==> config.mk <==
export PLATFORM = sky130hd
export DESIGN_NAME = wdf_watchdog
export DESIGN_NICKNAME = d
export VERILOG_FILES = /design/src/logic/wdf_watchdog.v /design/src/logic/wdf_feed_det.v /design/src/logic/wdf_count.v
export VERILOG_INCLUDE_DIRS = /design/src /design/src/common
export SDC_FILE = /design/constraint.sdc
export NUM_CORES = 1
export LEC_CHECK = 0
export BUFFER_PORTS_ARGS = -buffer_cell sky130_fd_sc_hd__buf_2
export CAP_MARGIN = 5
export CORE_ASPECT_RATIO = 1.75
export CORE_MARGIN = 4
export CORE_UTILIZATION = 52
export DETAILED_ROUTE_END_ITERATION = 8
export PLACE_DENSITY = 0.76
export SLEW_MARGIN = 20
export SYNTH_ARGS = -nofsm -noshare
export SYNTH_HDL_FRONTEND = slang
export SYNTH_SLANG_ARGS = --single-unit
==> constraint.sdc <==
create_clock -name i_core_clk -period 1.8 [get_ports i_core_clk]
set_input_delay 0.18 -clock i_core_clk [delete_from_list [all_inputs] [get_ports i_core_clk]]
set_output_delay 0.18 -clock i_core_clk [all_outputs]
set_load 0.05 [all_outputs]
==> src/common/wdf_map.vh <==
// Purpose: Register map, field positions and reset values of the watchdog
// Assumes: Special-function-register space with 8-bit addresses and data
// Notes:   Included by all watchdog design files
`ifndef WDF_MAP_VH
`define WDF_MAP_VH

`define WDF_ADDR_CTRL     8'hA7
`define WDF_ADDR_RELOAD   8'hC1
`define WDF_ADDR_FEED1    8'hC2
`define WDF_ADDR_FEED2    8'hC3

`define WDF_FEED1_VAL     8'hA5
`define WDF_FEED2_VAL     8'h5A

`define WDF_BIT_CLKSEL    0
`define WDF_BIT_TOF       1
`define WDF_BIT_RUN       2
`define WDF_PRE_LSB       5
`define WDF_PRE_MSB       7

`define WDF_CFG_RSTEN     7
`define WDF_CFG_SAFE      4

`define WDF_CTRL_RST      8'hE5
`define WDF_RELOAD_RST    8'hFF

`define WDF_PRE_BASE      4'h5
`define WDF_SW_STEPS      2'h2

`endif

==> src/logic/wdf_watchdog.v <==
// Purpose: Watchdog timer with feed sequence, reached over the SFR port
// Assumes: Watchdog oscillator arrives as a raw level; peripheral clock
//          is core clock divided by two
// Notes:   Peripheral clock ticks stop while the device is powered down
`timescale 1ns/1ps
`include "wdf_map.vh"

module wdf_watchdog (
    input  wire       i_core_clk,
    input  wire       i_reset,
    input  wire       i_clk_en,
    input  wire       i_wdosc_clk,
    input  wire [7:0] i_sfr_addr,
    input  wire       i_sfr_wr,
    input  wire       i_sfr_rd,
    input  wire [7:0] i_sfr_wdata,
    output reg  [7:0] o_sfr_rdata,
    input  wire [7:0] i_user_config,
    input  wire       i_int_en_wdt,
    input  wire       i_power_down,
    input  wire       i_osc_stable,
    output reg        o_wdt_reset,
    output reg        o_osc_restart,
    output reg        o_irq
);
    localparam SW_IDLE = 2'b00;
    localparam SW_OLD  = 2'b01;
    localparam SW_NEW  = 2'b10;

    reg  [7:0] cfg_q;
    reg  [7:0] hold_ctrl_q;
    reg  [7:0] hold_rel_q;
    reg  [2:0] act_pre_q;
    reg        act_run_q;
    reg        act_sel_q;
    reg        eff_sel_q;
    reg        tof_q;
    reg        once_ctrl_q;
    reg        once_rel_q;
    reg        need_feed_q;
    reg  [1:0] sw_state_q;
    reg  [1:0] sw_cnt_q;
    reg        osc_s1_q;
    reg        osc_s2_q;
    reg        osc_s3_q;
    reg        pclk_q;
    reg        rst_seen_q;
    reg        ld_q;

    // Mode decode and register strobes
    wire       rsten    = cfg_q[`WDF_CFG_RSTEN];
    wire       safe     = rsten & cfg_q[`WDF_CFG_SAFE];
    wire       wr_ctrl  = i_sfr_wr && (i_sfr_addr == `WDF_ADDR_CTRL);
    wire       wr_rel   = i_sfr_wr && (i_sfr_addr == `WDF_ADDR_RELOAD);
    wire       wr_feed1 = i_sfr_wr && (i_sfr_addr == `WDF_ADDR_FEED1);
    wire       ctrl_ok  = wr_ctrl & ~(safe & once_ctrl_q);
    wire       rel_ok   = wr_rel & ~(safe & once_rel_q);
    wire       feed;
    wire       bad_feed;
    wire       uf;
    wire       osc_tick  = osc_s2_q & ~osc_s3_q;
    wire       pclk_tick = pclk_q & ~i_power_down;
    wire       old_tick  = eff_sel_q ? osc_tick : pclk_tick;
    wire       new_tick  = act_sel_q ? osc_tick : pclk_tick;
    // Counting pauses while a clock switch is in flight
    wire       wd_tick   = (sw_state_q == SW_IDLE) ? old_tick : 1'b0;
    wire       viol      = need_feed_q & i_sfr_wr & ~wr_feed1;
    // Timer mode never resets, so bad feeds are dropped there
    wire       trig      = rsten & (uf | bad_feed | viol);
    wire       rst_done  = o_wdt_reset & rst_seen_q & i_osc_stable;
    wire       run_eff   = (act_run_q | safe) & ~o_wdt_reset;
    wire       load      = (feed | ld_q) & ~o_wdt_reset;
    wire [7:0] ctrl_wval;
    wire [7:0] ctrl_rd;

    // Safety mode pins select and run high in the holding copy
    assign ctrl_wval = {i_sfr_wdata[7:3],
                        i_sfr_wdata[`WDF_BIT_RUN] | safe,
                        1'b0,
                        i_sfr_wdata[`WDF_BIT_CLKSEL] | safe};

    assign ctrl_rd = {hold_ctrl_q[`WDF_PRE_MSB:`WDF_PRE_LSB],
                      2'b00,
                      hold_ctrl_q[`WDF_BIT_RUN],
                      tof_q,
                      hold_ctrl_q[`WDF_BIT_CLKSEL]};

    wdf_feed_det u_feed (
        .i_core_clk (i_core_clk),
        .i_reset    (i_reset),
        .i_clk_en   (i_clk_en),
        .i_wr       (i_sfr_wr),
        .i_addr     (i_sfr_addr),
        .i_wdata    (i_sfr_wdata),
        .o_feed     (feed),
        .o_bad      (bad_feed)
    );

    wdf_count #(
        .PRE_W (13),
        .CNT_W (8)
    ) u_count (
        .i_core_clk (i_core_clk),
        .i_reset    (i_reset),
        .i_clk_en   (i_clk_en),
        .i_tick     (wd_tick),
        .i_run      (run_eff),
        .i_load     (load),
        .i_reload   (hold_rel_q),
        .i_tap      (act_pre_q),
        .o_uf       (uf)
    );

    // Strap capture and clock sources
    always @(posedge i_core_clk) begin
        if (i_reset) begin
            cfg_q    <= i_user_config;
            osc_s1_q <= 1'b0;
            osc_s2_q <= 1'b0;
            osc_s3_q <= 1'b0;
            pclk_q   <= 1'b0;
        end else if (i_clk_en) begin
            osc_s1_q <= i_wdosc_clk;
            osc_s2_q <= osc_s1_q;
            osc_s3_q <= osc_s2_q;
            pclk_q   <= ~pclk_q;
        end
    end

    // Holding registers, written by software
    always @(posedge i_core_clk) begin
        if (i_reset) begin
            hold_ctrl_q <= `WDF_CTRL_RST;
            hold_rel_q  <= `WDF_RELOAD_RST;
            once_ctrl_q <= 1'b0;
            once_rel_q  <= 1'b0;
        end else if (i_clk_en) begin
            // A watchdog reset returns both holding registers to defaults
            if (rst_done) begin
                hold_ctrl_q <= `WDF_CTRL_RST;
                hold_rel_q  <= `WDF_RELOAD_RST;
            end else begin
                if (ctrl_ok) begin
                    hold_ctrl_q <= ctrl_wval;
                    once_ctrl_q <= 1'b1;
                end
                if (rel_ok) begin
                    hold_rel_q <= i_sfr_wdata;
                    once_rel_q <= 1'b1;
                end
            end
        end
    end

    // Active control register
    always @(posedge i_core_clk) begin
        if (i_reset) begin
            act_pre_q <= 3'h7;
            act_run_q <= 1'b1;
            act_sel_q <= 1'b1;
        end else if (i_clk_en) begin
            if (rst_done) begin
                act_pre_q <= 3'h7;
                act_run_q <= 1'b1;
                act_sel_q <= 1'b1;
            // Timer mode copies every cycle, watchdog mode only on a feed
            end else if (~rsten | feed) begin
                act_pre_q <= hold_ctrl_q[`WDF_PRE_MSB:`WDF_PRE_LSB];
                act_run_q <= hold_ctrl_q[`WDF_BIT_RUN] | safe;
                act_sel_q <= hold_ctrl_q[`WDF_BIT_CLKSEL] | safe;
            end
        end
    end

    // Pending feed after a control write in watchdog mode
    always @(posedge i_core_clk) begin
        if (i_reset) begin
            need_feed_q <= 1'b0;
        end else if (i_clk_en) begin
            if (rsten & wr_ctrl)
                need_feed_q <= 1'b1;
            else if (wr_feed1 | ~rsten | o_wdt_reset)
                need_feed_q <= 1'b0;
        end
    end

    // Timeout flag: underflow wins over any clear in the same cycle
    always @(posedge i_core_clk) begin
        if (i_reset) begin
            tof_q <= 1'b0;
        end else if (i_clk_en) begin
            if (uf | rst_done)
                tof_q <= 1'b1;
            else if (wr_ctrl & ~i_sfr_wdata[`WDF_BIT_TOF])
                tof_q <= 1'b0;
            else if (rsten & feed)
                tof_q <= 1'b0;
        end
    end

    // Clock source switch: two old ticks, then two new ticks
    always @(posedge i_core_clk) begin
        if (i_reset) begin
            sw_state_q <= SW_IDLE;
            sw_cnt_q   <= 2'h0;
            eff_sel_q  <= 1'b1;
        end else if (i_clk_en) begin
            case (sw_state_q)
                // Only a select that differs from the one in use starts a switch
                SW_IDLE: begin
                    sw_cnt_q <= 2'h0;
                    if (act_sel_q != eff_sel_q)
                        sw_state_q <= SW_OLD;
                end
                SW_OLD: begin
                    if (old_tick) begin
                        if (sw_cnt_q == `WDF_SW_STEPS - 2'h1) begin
                            sw_cnt_q   <= 2'h0;
                            sw_state_q <= SW_NEW;
                        end else begin
                            sw_cnt_q <= sw_cnt_q + 2'h1;
                        end
                    end
                end
                SW_NEW: begin
                    if (new_tick) begin
                        if (sw_cnt_q == `WDF_SW_STEPS - 2'h1) begin
                            sw_cnt_q   <= 2'h0;
                            eff_sel_q  <= act_sel_q;
                            sw_state_q <= SW_IDLE;
                        end else begin
                            sw_cnt_q <= sw_cnt_q + 2'h1;
                        end
                    end
                end
                default: sw_state_q <= SW_IDLE;
            endcase
        end
    end

    // Watchdog reset output and its stretch
    always @(posedge i_core_clk) begin
        if (i_reset) begin
            o_wdt_reset   <= 1'b0;
            rst_seen_q    <= 1'b0;
            o_osc_restart <= 1'b0;
            ld_q          <= 1'b0;
        end else if (i_clk_en) begin
            // Counter reload waits until the reset request has dropped
            ld_q <= rst_done;
            if (o_wdt_reset) begin
                if (old_tick)
                    rst_seen_q <= 1'b1;
                if (rst_done) begin
                    o_wdt_reset <= 1'b0;
                    rst_seen_q  <= 1'b0;
                end
            end else if (trig) begin
                o_wdt_reset <= 1'b1;
                rst_seen_q  <= 1'b0;
            end
            // Keep the oscillator restart up while held in power-down
            o_osc_restart <= o_wdt_reset & i_power_down & ~rst_done;
        end
    end

    // Interrupt request in timer mode
    always @(posedge i_core_clk) begin
        if (i_reset) begin
            o_irq <= 1'b0;
        end else if (i_clk_en) begin
            o_irq <= tof_q & i_int_en_wdt & ~rsten;
        end
    end

    // Registered read port
    always @(posedge i_core_clk) begin
        if (i_reset) begin
            o_sfr_rdata <= 8'h00;
        end else if (i_clk_en && i_sfr_rd) begin
            // Feed registers and unmapped addresses read as zero
            case (i_sfr_addr)
                `WDF_ADDR_CTRL:   o_sfr_rdata <= ctrl_rd;
                `WDF_ADDR_RELOAD: o_sfr_rdata <= hold_rel_q;
                default:          o_sfr_rdata <= 8'h00;
            endcase
        end
    end

endmodule

==> src/logic/wdf_feed_det.v <==
// Purpose: Detects the two-write feed sequence on the register port
// Assumes: One write strobe per cycle, same clock as the core
// Notes:   Pulses are registered and appear one cycle after the write
`timescale 1ns/1ps
`include "wdf_map.vh"

module wdf_feed_det (
    input  wire       i_core_clk,
    input  wire       i_reset,
    input  wire       i_clk_en,
    input  wire       i_wr,
    input  wire [7:0] i_addr,
    input  wire [7:0] i_wdata,
    output reg        o_feed,
    output reg        o_bad
);
    localparam ST_IDLE  = 1'b0;
    localparam ST_ARMED = 1'b1;

    reg state_q;

    always @(posedge i_core_clk) begin
        if (i_reset) begin
            state_q <= ST_IDLE;
            o_feed  <= 1'b0;
            o_bad   <= 1'b0;
        end else if (i_clk_en) begin
            o_feed <= 1'b0;
            o_bad  <= 1'b0;
            if (i_wr) begin
                case (state_q)
                    ST_IDLE: begin
                        if (i_addr == `WDF_ADDR_FEED1) begin
                            if (i_wdata == `WDF_FEED1_VAL)
                                state_q <= ST_ARMED;
                            else
                                o_bad <= 1'b1;
                        end else if (i_addr == `WDF_ADDR_FEED2) begin
                            o_bad <= 1'b1;
                        end
                    end
                    ST_ARMED: begin
                        state_q <= ST_IDLE;
                        if (i_addr == `WDF_ADDR_FEED2 && i_wdata == `WDF_FEED2_VAL)
                            o_feed <= 1'b1;
                        else
                            o_bad <= 1'b1;
                    end
                    default: state_q <= ST_IDLE;
                endcase
            end
        end
    end
endmodule

==> src/logic/wdf_count.v <==
// Purpose: Prescaler with selectable tap feeding an 8-bit down counter
// Assumes: i_tick is a one-cycle watchdog clock tick
// Notes:   Underflow fires one tick after the counter passes zero
`timescale 1ns/1ps
`include "wdf_map.vh"

module wdf_count #(
    parameter PRE_W = 13,
    parameter CNT_W = 8
) (
    input  wire             i_core_clk,
    input  wire             i_reset,
    input  wire             i_clk_en,
    input  wire             i_tick,
    input  wire             i_run,
    input  wire             i_load,
    input  wire [CNT_W-1:0] i_reload,
    input  wire [2:0]       i_tap,
    output reg              o_uf
);
    reg  [PRE_W-1:0] pre_q;
    reg  [CNT_W-1:0] cnt_q;
    reg              pend_q;
    wire [3:0]       shift = 4'h8 - {1'b0, i_tap};
    wire [PRE_W-1:0] mask  = {PRE_W{1'b1}} >> shift;
    wire             wrap  = (pre_q & mask) == mask;

    always @(posedge i_core_clk) begin
        if (i_reset) begin
            pre_q  <= {PRE_W{1'b0}};
            cnt_q  <= {CNT_W{1'b1}};
            pend_q <= 1'b0;
            o_uf   <= 1'b0;
        end else if (i_clk_en) begin
            o_uf <= 1'b0;
            if (i_load) begin
                pre_q  <= {PRE_W{1'b0}};
                cnt_q  <= i_reload;
                pend_q <= 1'b0;
            end else if (i_run && i_tick) begin
                if (pend_q) begin
                    o_uf   <= 1'b1;
                    pend_q <= 1'b0;
                    cnt_q  <= i_reload;
                    pre_q  <= {PRE_W{1'b0}};
                end else begin
                    pre_q <= pre_q + {{(PRE_W-1){1'b0}}, 1'b1};
                    if (wrap) begin
                        if (cnt_q == {CNT_W{1'b0}})
                            pend_q <= 1'b1;
                        else
                            cnt_q <= cnt_q - {{(CNT_W-1){1'b0}}, 1'b1};
                    end
                end
            end
        end
    end
endmodule

==> key figures <==
Synth
  • Register area share after synthesis: 0.414
  • Syn_area_per_cell: 8.30 um^2
  • Number of synthesized flops with an enable pin: 2
  • Syn Nets: 466
  • Unique masters post-synth: 56
  • Synth Area in Compound Gates: 0.178
  • Count leader, synth: dfxtp_1
  • Post-synthesis simple-gate area fraction: 0.280
  • Top cell type's share of synthesized area: 0.397
  • Yosys warns: 0
  • Largest area contributor in the netlist: dfxtp_1
  • Adder-cell area share of the yosys netlist: 0.0284
  • Synthesized area: 3530 um^2
  • Largest family of logic cells by synthesized area: simple AND/OR/NAND/NOR gates
  • Seq cells post-synth: 72
  • Post-synth ARST share: 0
  • XOR/XNOR Fraction of Synth Area: 0.0348
  • Largest cells by area after synthesis: dfxtp_1, nor2_1, nand2_1, a21oi_1, nand3_1
  • Most frequent cells after synthesis: dfxtp_1, nor2_1, nand2_1, a21oi_1, nand3_1
  • Mux cell area share after synthesis: 0.0227
  • Prevailing post-synth register cell: dfxtp_1
  • Post-Synthesis Cells: 425

Floorplanning
  • Total Die Area: 8220 um^2
  • Initial Utilization: 0.535
  • Core Region: 6590 um^2
  • I/O pin count: 44
  • Die Y-Extent: 117 um
  • Die X: 70.3 um
  • # rows: 39

STA
  • Final hold violations: 0
  • Max Clk Rate: 483 MHz
  • Final period util: 1.15
  • Fin crit period: 2.07 ns
  • Final setup fails: 18
  • Slack of the critical path: -0.270 ns
  • Slew Limit Fails: 0
  • Clock skew: 0.00575 ns
  • Pin slew with the least headroom to its limit: 0.610 ns
  • Slew Limit Headroom: 0.591
  • RSZ-0062 raised after global routing: true

Route
  • WL/cell: 18.2 um
  • Post-DRT Antenna Nets: 0
  • # DRC: 0
  • DR pass1 iterations: 5
  • Via count: 3715
  • Via density: 6.10
  • Initial drt markers: 301
  • Post-Route WL: 11100 um

Clocking
  • CTS tree: built
  • Clk sink count: 72
  • TritonCTS Buffers: 9
  • Clk buf depth: 2
  • Latest clock arrival within the worst-skew pair: 0.34 ns
  • CTS root buf: clkbuf_16
  • Clk pin slew, worst setup/hold paths: 0.06 ns
  • Hold Buf Count CTS: 0
  • Htree depth: 3

Global routing
  • Initial antenna violation count: 0
  • Tot GR Track Use: 0.262
  • Global route total overflow: 0
  • Largest net degree at the start of global routing: 22
  • First-pass GRT wire length: 16900 um
  • Number of global-route vias before repair: 3662

Placement
  • Port buffer count: 37
  • Routability congestion estimate from global placement: 0.919
  • HPWL Detailed: 7500 um

Worst setup path
  • Critical path type: reg -> reg
  • Slowest-stage cell, CP: or3_1
  • WP data required: 2.01 ns
  • Largest stage delay, worst path: 0.40 ns
  • Crit-path cells: inv_2 > ha_2 > inv_1 > or3_1 > a41o_4 > and4bb_2 > buf_6 > nand4_1 > a22oi_2
  • Critical path capture point type: flip-flop
  • Data arrival, critical path: 2.28 ns
  • CP Launch Type: flip-flop
  • Crit Path Max Fanout: 3

Cells and area
  • Layout cells sized above 1: 0.321
  • Ant. Diodes: 0
  • Utilization after layout: 0.743
  • Synthesis-to-finish area growth: 38.7%
  • Multi-input logic area: 2200 um^2
  • NumNets Final: 563
  • Fillers: 468
  • Register area: 1470 um^2

Power and ir drop
  • Power Density: 740 nW/um^2
  • Peak VDD IR: 0.000867 V
  • Pwr Total: 3.62 mW
  • P_leak: 1.99 nW

Outcome
  • Outcome: complete, but fails checks
  • Failing checks: setup timing

Worst hold path
  • Min-delay worst type: in -> reg

Run
  • Max_cap viols: 0
layout make-up:
type	count	area share
clock inverter	6	0.0123
inverter	18	0.0138
tap	82	0.0210
sequential	72	0.300
multi-input combinational	315	0.449
timing repair buffer	106	0.158
clock buffer	10	0.0468
sequential cells by signal, summed over array words and instances, names as in the netlist, 2 cells and up:
signal,count
sw_cnt_q,2
hold_rel_q,8
sw_state_q,2
act_pre_q,3
cfg_q,2
hold_ctrl_q,5
u_count.cnt_q,8
o_sfr_rdata,8
u_count.pre_q,13
timing repair:
item	4_1_cts	5_1_grt
endpoints found under the setup margin	22	24
gates resized for setup	26	35
gates cloned	0	1
setup buffers	4	5
pin swaps	15	29
cell families (layout without fill, tap and decap cells):
| family | Yosys count | after routing |
|---|---|---|
| AOI/OAI and AO/OA | 94 | 94 |
| xor gates and xnor gates | 14 | 14 |
| adders and majority gates | 8 | 8 |
| buffers and inverters | 38 | 140 |
| DFF | 72 | 72 |
| muxes | 8 | 8 |
| and+or+nand+nor | 191 | 191 |
worst max-delay path, delay by kind of cell, from the launching register on:
kind                       cells  cell delay [ns]
adders and majority gates      1             0.20
and+or+nand+nor                3             0.76
DFF                            1             0.32
buffers and inverters          3             0.30
AOI/OAI and AO/OA              2             0.36
worst paths after layout:
check                              start                       endpoint  slack (ns)  depth (start not counted)
max            act_pre_q[1]$_SDFFE_PP1P_  u_count.cnt_q[7]$_SDFFE_PP1P_       -0.27                          9
min                     i_user_config[4]             cfg_q[4]$_DFFE_PP_        0.02                          1
max reg2reg    act_pre_q[1]$_SDFFE_PP1P_  u_count.cnt_q[7]$_SDFFE_PP1P_       -0.27                          9
min reg2reg  o_sfr_rdata[4]$_SDFFE_PP0P_    o_sfr_rdata[4]$_SDFFE_PP0P_        0.45                          2
where the power goes:
group          total [mW]  leakage (nW)  internal (mW)  switching (mW)
sequential           1.63         0.585           1.62         0.00932
combinational       0.252          1.27         0.0940           0.158
clock                1.74         0.138           1.06           0.677
total                3.62          1.99           2.78           0.843
per-layer routing:
metal | track usage | wire (um) | vias up
met5 | 0 | 0 | -
met4 | 0.145 | 510 | 0
met3 | 0.0427 | 607 | 45
met2 | 0.489 | 6020 | 179
met1 | 0.278 | 3960 | 1752
li1 | - | - | 1739
cells in the final DEF (no fill, tap or decap), types with 8 or more instances in the layout:
cell type,n
buf_4,58
a21oi_1,21
dfxtp_1,65
nand3_1,22
nor3_1,15
mux2i_1,8
o22ai_1,11
clkbuf_16,10
inv_1,16
buf_6,8
nor2_1,46
nand4_1,10
buf_2,37
o21ai_0,16
a221oi_1,8
nand2_1,39
through the flow:
stage	cell area, um^2	setup TNS [ns]	hold slack (ns)	worst slack [ns]	cells
floorplan	3560	-0.175	0.279	-0.101	425
detailed placement	4240	-1.92	0.359	-0.207	585
global placement	4240	-1.16	0.357	-0.153	585
finish	4890	-2.37	0.0219	-0.270	609
global route	4890	-3.82	0.0239	-0.360	609
CTS	4680	-1.53	0.0152	-0.142	605
Note: power is estimated with default switching activity, not from simulation.
